**src/rtl/capture_pkg.sv**
```systemverilog
package capture_pkg;
  localparam int COUNT_W = 32;
  localparam logic [31:0] COUNT_RST = 32'h0000_0000;
  localparam logic [31:0] LATCH_RST = 32'h0000_0000;
  localparam logic [31:0] LOAD_RST = 32'h0000_0000;
  localparam int CLK_HZ = 20000000;
  localparam int TBASE_HZ = 1000000;
  localparam int TBASE_DIV = CLK_HZ / TBASE_HZ;
  localparam int EDGE_GAP_MS = 1;
  localparam int EDGE_GAP_CYC = CLK_HZ / 1000 * EDGE_GAP_MS;
  localparam logic [3:0] ADDR_CTRL = 4'h0;
  localparam logic [3:0] ADDR_LOAD = 4'h1;
  localparam logic [3:0] ADDR_LATCH = 4'h2;
  localparam logic [3:0] ADDR_COUNT = 4'h3;
  localparam logic [3:0] ADDR_STATUS = 4'h4;
  localparam logic [3:0] ADDR_CMD = 4'h5;
  localparam int CTRL_GATE = 0;
  localparam int CTRL_EDGE_LO = 1;
  localparam int CTRL_MODE_LO = 3;
  localparam int CTRL_IRQ_EN = 5;
  localparam int CMD_STOP = 0;
  localparam int CMD_IRQ_ACK = 1;
  localparam int ST_LEVEL = 0;
  localparam int ST_STOPPED = 1;
  localparam int ST_IRQ = 2;
  localparam int ST_LOST = 3;
  localparam int ST_ARMED = 4;
  typedef enum logic [1:0]
  {
    EDGE_RISE = 2'h0,
    EDGE_FALL = 2'h1,
    EDGE_BOTH = 2'h2
  } edge_sel_t;
  typedef enum logic [1:0]
  {
    MODE_RETRIG = 2'h0,
    MODE_LATCH = 2'h1,
    MODE_INTERVAL = 2'h2
  } mode_t;
endpackage

```
**src/rtl/counter_latch_retrigger_capture.sv**
```systemverilog
// The plain strobed port and the register addresses are this design's own decisions.
`timescale 1ns/100ps
`default_nettype none
// Functional notes
// - Edge select picks rising, falling or both edges of the trigger.
// - Captures act only once the software gate enable has been set.
// - Retrigger: opening gate keeps values; first edge starts at load.
// - Retrigger: each later edge reloads the counter and counting goes on.
// - Captured value is the count present when the edge is seen.
// - Trigger input level is readable as a status flag.
// - Last captured count is readable.
// - Retrigger: closing gate pauses, reopening resumes from last count.
// - Retrigger, gate closed: edge still captures and reloads.
// - Gate-stop ends counting and further captures.
// - Latch-only: capture never alters count; opening starts at load.
// - Latch-only: closing gate cancels; next opening restarts at load.
// - Latch-only, gate closed: edge captures, count unchanged.
// - Optional interrupt on every capture in all three modes.
// - Capture while interrupt unacknowledged still overwrites the latch and is flagged.
// - Interval mode counts the internal 1 MHz time base.
// - Interval: first edge starts timing, later edges store microseconds.
// - Interval edges follow the rising, falling or both setting.
module counter_latch_retrigger_capture
(
  input wire logic clk_sys,
  input wire logic nrst,
  input wire logic capture_trigger_input,
  input wire logic count_pulse,
  input wire logic [3:0] addr,
  input wire logic [31:0] wdata,
  input wire logic wr,
  input wire logic rd,
  output logic [31:0] rdata,
  output logic irq,
  output logic diag_irq
);
  logic [2:0] sync_r;
  logic [31:0] count_r, count_nxt;
  logic [31:0] latch_r, latch_nxt;
  logic [31:0] load_r;
  logic [31:0] rdata_r, rdata_nxt;
  logic gate_r, irq_en_r, stopped_r, armed_r, irq_r, lost_r, diag_r;
  logic [1:0] edge_r, mode_r;
  logic [4:0] tb_cnt_r;
  logic lvl, rise, fall, edge_hit, tick, run, capture;
  logic wr_ctrl, wr_load, wr_cmd, stop_cmd, ack_cmd, gate_open_now;

  // Sync pair, third stage for edge detect
  assign lvl = sync_r[1];
  assign rise = sync_r[1] & ~sync_r[2];
  assign fall = ~sync_r[1] & sync_r[2];
  assign edge_hit = (edge_r == capture_pkg::EDGE_RISE) ? rise :
                    (edge_r == capture_pkg::EDGE_FALL) ? fall :
                    (rise | fall);

  assign wr_ctrl = wr && addr == capture_pkg::ADDR_CTRL;
  assign wr_load = wr && addr == capture_pkg::ADDR_LOAD;
  assign wr_cmd = wr && addr == capture_pkg::ADDR_CMD;
  assign stop_cmd = wr_cmd & wdata[capture_pkg::CMD_STOP];
  assign ack_cmd = wr_cmd & wdata[capture_pkg::CMD_IRQ_ACK];
  assign gate_open_now = wr_ctrl & wdata[capture_pkg::CTRL_GATE] & ~gate_r;

  // Internal 1 MHz time base for interval mode
  assign tick = (tb_cnt_r == 5'(capture_pkg::TBASE_DIV - 1));
  // Edges capture only after the gate was once set and not stopped
  assign capture = edge_hit & armed_r & ~stopped_r;
  assign run = gate_r & ~stopped_r;

  always_comb
  begin
    count_nxt = count_r;
    latch_nxt = latch_r;
    if (mode_r == capture_pkg::MODE_INTERVAL)
    begin
      if (capture)
      begin
        // A tick in the capture cycle opens the next interval
        latch_nxt = count_r;
        count_nxt = tick ? 32'h0000_0001 : 32'h0000_0000;
      end
      else if (run && tick)
        count_nxt = count_r + 32'h0000_0001;
    end
    else if (mode_r == capture_pkg::MODE_LATCH)
    begin
      if (gate_open_now)
        count_nxt = load_r;
      else if (run && count_pulse)
        count_nxt = count_r + 32'h0000_0001;
      if (capture)
        latch_nxt = count_r;
    end
    else
    begin
      if (capture)
      begin
        latch_nxt = count_r;
        count_nxt = load_r;
      end
      else if (run && count_pulse)
        count_nxt = count_r + 32'h0000_0001;
    end
  end

  assign rdata_nxt = !rd ? 32'h0000_0000 :
    (addr == capture_pkg::ADDR_CTRL) ?
      {26'h0, irq_en_r, mode_r, edge_r, gate_r} :
    (addr == capture_pkg::ADDR_LOAD) ? load_r :
    (addr == capture_pkg::ADDR_LATCH) ? latch_r :
    (addr == capture_pkg::ADDR_COUNT) ? count_r :
    (addr == capture_pkg::ADDR_STATUS) ?
      {27'h0, armed_r, lost_r, irq_r, stopped_r, lvl} :
    32'h0000_0000;

  always_ff @(posedge clk_sys or negedge nrst)
  begin
    if (!nrst)
    begin
      sync_r <= 3'h0;
      tb_cnt_r <= 5'h00;
      count_r <= capture_pkg::COUNT_RST;
      latch_r <= capture_pkg::LATCH_RST;
      rdata_r <= 32'h0000_0000;
    end
    else
    begin
      sync_r <= {sync_r[1:0], capture_trigger_input};
      tb_cnt_r <= tick ? 5'h00 : tb_cnt_r + 5'h01;
      count_r <= count_nxt;
      latch_r <= latch_nxt;
      rdata_r <= rdata_nxt;
    end
  end

  always_ff @(posedge clk_sys or negedge nrst)
  begin
    if (!nrst)
    begin
      gate_r <= 1'b0;
      edge_r <= 2'h0;
      mode_r <= 2'h0;
      irq_en_r <= 1'b0;
      load_r <= capture_pkg::LOAD_RST;
    end
    else
    begin
      if (stop_cmd)
        gate_r <= 1'b0;
      else if (wr_ctrl)
      begin
        gate_r <= wdata[capture_pkg::CTRL_GATE];
        edge_r <= wdata[capture_pkg::CTRL_EDGE_LO +: 2];
        mode_r <= wdata[capture_pkg::CTRL_MODE_LO +: 2];
        irq_en_r <= wdata[capture_pkg::CTRL_IRQ_EN];
      end
      if (wr_load)
        load_r <= wdata;
    end
  end

  always_ff @(posedge clk_sys or negedge nrst)
  begin
    if (!nrst)
    begin
      stopped_r <= 1'b0;
      armed_r <= 1'b0;
      irq_r <= 1'b0;
      lost_r <= 1'b0;
      diag_r <= 1'b0;
    end
    else
    begin
      if (stop_cmd)
      begin
        stopped_r <= 1'b1;
        armed_r <= 1'b0;
      end
      else if (gate_open_now)
      begin
        stopped_r <= 1'b0;
        armed_r <= 1'b1;
      end
      if (capture && irq_en_r)
        irq_r <= 1'b1;
      else if (ack_cmd)
        irq_r <= 1'b0;
      if (capture && irq_en_r && irq_r && !ack_cmd)
        lost_r <= 1'b1;
      else if (ack_cmd)
        lost_r <= 1'b0;
      diag_r <= capture && irq_en_r && irq_r && !ack_cmd;
    end
  end

  assign rdata = rdata_r;
  assign irq = irq_r;
  assign diag_irq = diag_r;
endmodule
`default_nettype wire

```
**config.mk**
```make
export PLATFORM = sky130hd
export DESIGN_NAME = counter_latch_retrigger_capture
export DESIGN_NICKNAME = d
export VERILOG_FILES = /design/src/rtl/capture_pkg.sv /design/src/rtl/counter_latch_retrigger_capture.sv
export SDC_FILE = /design/constraint.sdc
export NUM_CORES = 1
export LEC_CHECK = 0
export ABC_AREA = 1
export BUFFER_PORTS_ARGS = -buffer_cell sky130_fd_sc_hd__buf_2
export CAP_MARGIN = 30
export CORE_UTILIZATION = 45
export DETAILED_ROUTE_END_ITERATION = 8
export HOLD_SLACK_MARGIN = 0.03
export PLACE_DENSITY = 0.7
export SETUP_SLACK_MARGIN = 0.05
export SKIP_LAST_GASP = 1
export SYNTH_ARGS = -nofsm -noshare
export SYNTH_HDL_FRONTEND = slang
export SYNTH_SLANG_ARGS = --single-unit
```
**constraint.sdc**
```tcl
create_clock -name clk_sys -period 2.9 [get_ports clk_sys]
set_input_delay 0.145 -clock clk_sys [delete_from_list [all_inputs] [get_ports clk_sys]]
set_output_delay 0.145 -clock clk_sys [all_outputs]
set_load 0.05 [all_outputs]
```
==> flow_metrics.py <==
metrics = {
    "outcome": {
        "status": "finished, violations left",
        "violations": "DRC",
    },
    "timing": {
        "slew_headroom_pct": 58.4,
        "finalSetupViolations": 0,
        "finalSetupTns_ns": 0,
        "hold_violations": 0,
        "fin_ws_ns": 0.691,
        "layout_min_cycle_time_ns": 2.21,
        "rsz0062_at_grt": "no",
        "fin_crit_sh_pct": 76.2,
        "skew_ns": 0.0102,
        "max_freq_ghz": 0.453,
        "final-max-slew-violation-count": 0,
        "whs_ns": 0.0627,
        "worst_pin_slew_ns": 0.622,
    },
    "route": {
        "drc": 8,
        "drt_first_pass_iters": 7,
        "wire_per_inst_um": 14.6,
        "vias": 7789,
        "antenna_left": 0,
        "via_per_inst": 5.22,
        "totalWireLength_um": 21800,
        "drtIter0Drc": 669,
    },
    "setup_path": {
        "r2r-start": "tb_cnt_r[0]",
        "critPathMostFrequentCell": "nor2_2",
        "slowest_delay_ns": 0.47,
        "critPathRequiredTime_ns": 3.25,
        "crit_path_max_fanout": 29,
        "worst_r2r_endpoint": "count_r[28]",
        "endpoint_kind": "register",
        "worstPathArrival_ns": 2.56,
        "cpMaxStageDelayCell": "inv_2",
        "reg2reg_depth": 9,
        "path_class": "reg -> reg",
        "crit_chain": "ha_1 > inv_1 > nor2_2 > nand3_2 > nor3_4 > nor2_2 > inv_2 > nor2_1 > a21oi_1",
        "r2r_slack_ns": 0.69,
        "start_kind": "register",
    },
    "cells_and_area": {
        "design_area_um2": 9810,
        "layout-drive-gt1-share_pct": 13.0,
        "antenna_cells": 0,
        "syn_to_final_growth_pct": 17.2,
        "nNetsFinal": 1297,
        "regArea_um2": 3680,
        "final_core_util_pct": 54.3,
        "final_common_cell": "nand2_1",
        "layout_common_cells": "nand2_1, inv_1, dfrtp_1",
        "fillers": 1733,
        "multi_input_area_um2": 3810,
    },
    "clock_tree": {
        "htreeDepth": 4,
        "cts_buffer_depth": 2,
        "cts_inserted_buffers": 17,
        "root_buffer": "clkbuf_16",
        "clk_pin_slew_ns": 0.06,
        "clock_latency_ns": 0.44,
        "cts_tree": "yes",
        "cts_sinks": 147,
    },
    "hold_path": {
        "holdPathEnd": "load_r[4]",
        "hp-start": "wr",
        "min_path_cells": 3,
        "worstHoldPathType": "in -> reg",
    },
    "global_routing": {
        "grt_start_max_net_pins": 52,
        "antenna_found_initial": 1,
        "grt_remaining_overflow": 0,
        "track_usage_pct": 24.1,
        "grt_pass1_vias": 7369,
        "grt_first_pass_wirelength_um": 36800,
    },
    "power": {
        "p_per_area_nw_per_um2": 856,
        "power_leakage_nw": 5.22,
        "ir_worst_vdd_uv": 431,
    },
    "floorplanning": {
        "die-height_um": 138,
        "core_area_um2": 18100,
        "ios": 76,
        "die_w_um": 138,
        "start_util_pct": 46.3,
        "dieArea_um2": 19200,
        "std_cell_rows": 49,
    },
    "placement": {
        "dp_slack_ns": 0.781,
        "place_area_um2": 8890,
        "gp_congestion": 0.895,
        "io_buffer_count": 75,
        "hpwlAfterDp_um": 14300,
    },
    "yosys": {
        "ys_seq_elements": 147,
        "yosysWarningCount": 0,
        "synthCells": 1162,
        "ys_types": 38,
        "synth-seq-area-share_pct": 43.9,
        "synth_area_per_cell_um2": 7.21,
        "synthesis.area_um2": 8370,
        "syn-num-nets": 1208,
    },
    "run": {
        "drv_cap": 0,
    },
}
[where the power goes]
part | total, mW | switching (mW) | internal (mW)
clock | 2.21 | 0.901 | 1.31
sequential | 3.18 | 0.529 | 2.66
combinational | 3.00 | 1.98 | 1.03
total | 8.40 | 3.41 | 5.00
[critical path: cells and delay by family, from the launching register on]
kind	cells	cell delay, ns
flops	1	0.38
simple gates	5	0.83
compound gates	1	0.16
buf+inv	2	0.53
fa+ha+maj	1	0.21
[through the flow]
| step | power [mW] | std cells |
|---|---|---|
| floorplan | 5.42 | 1162 |
| detailed placement | 6.13 | 1427 |
| CTS | 8.41 | 1493 |
| global route | 9.03 | 1493 |
| finish | 8.40 | 1493 |
| global placement | 6.02 | 1426 |
[sequential cells by signal (all words and copies together) (netlist names)]
name / cells
load_r: 32
armed_r: 1
edge_r: 2
gate_r: 1
mode_r: 2
lost_r: 1
count_r: 32
irq_en_r: 1
diag_irq: 1
irq: 1
latch_r: 32
stopped_r: 1
sync_r: 3
rdata: 32
tb_cnt_r: 5
[timing repair]
item,4_1_cts,5_1_grt
setup buffers,0,0
hold buffers,34,0
gates resized for setup,0,0
hold endpoints to repair,75,0
[final cells by class]
class,instances,area share (%)
clock inverter,12,1.34
sequential,147,37.5
timing repair buffer,123,8.89
inverter,153,5.85
clock buffer,20,4.65
tap,229,2.92
multi-input combinational,809,38.9
[per-layer routing]
| metal | wire, µm | GRT usage, % |
|---|---|---|
| met2 | 10200 | 39.3 |
| met1 | 9880 | 32.1 |
| met5 | 0 | 0 |
| met3 | 1280 | 4.16 |
| met4 | 467 | 9.46 |
[cell families after synthesis]
family                     after synthesis  synth area share (%)
DFF                                    147                  43.9
adders and majority gates                4                 0.598
buffers and inverters                  206                  10.5
AOI/OAI and AO/OA                      246                  16.2
xor gates and xnor gates                 8                 0.837
and+or+nand+nor                        551                  27.9
[worst max path at each step]
stage / cells after the start / slack (ns) / startpoint / endpoint
6_report: 9 / 0.69 / tb_cnt_r[0] / count_r[28]
4_1_cts: 9 / 0.71 / tb_cnt_r[0] / count_r[28]
2_1_floorplan: 12 / 1.19 / sync_r[1] / count_r[22]
3_3_place_gp: 9 / 0.66 / sync_r[1] / count_r[24]
5_1_grt: 11 / 0.53 / count_r[1] / count_r[28]
3_5_place_dp: 9 / 0.78 / tb_cnt_r[0] / count_r[0]
[cells in the mapped netlist]
library cell  instances  area [µm²]
clkbuf_1             18        67.6
nand3_4               1        17.5
a31oi_1               5        31.3
buf_8                 3        45.0
a21boi_1              3        22.5
a21oi_2              11        96.3
nor2_1              130         488
o221ai_1              3        26.3
nor2_2                6        37.5
o21ai_0             121         606
xor2_1                7        61.3
nor3_4                1        16.3
inv_2                 5        18.8
o21ai_1               5        25.0
inv_1               148         556
o211ai_1              1        7.51
buf_4                 4        30.0
a21boi_2              4        45.0
dfrtp_1             147        3680
nand2_1             306        1150
xnor2_1               1        8.76
and2_1                1        6.26
a21boi_0              8        60.1
nand3_2               3        30.0
a22oi_1               4        30.0
ha_1                  4        50.1
nand3b_1              4        30.0
nor2_8                1        20.0
nor2_4                4        45.0
nand3_1              86         430
nand2_2               4        25.0
buf_6                 5        56.3
nand2_4               3        33.8
nand4_1               1        6.26
buf_2                18        90.1
buf_1                 5        18.8
a211oi_1              1        7.51
a21oi_1              80         400
(Power assumes the default switching activity.)
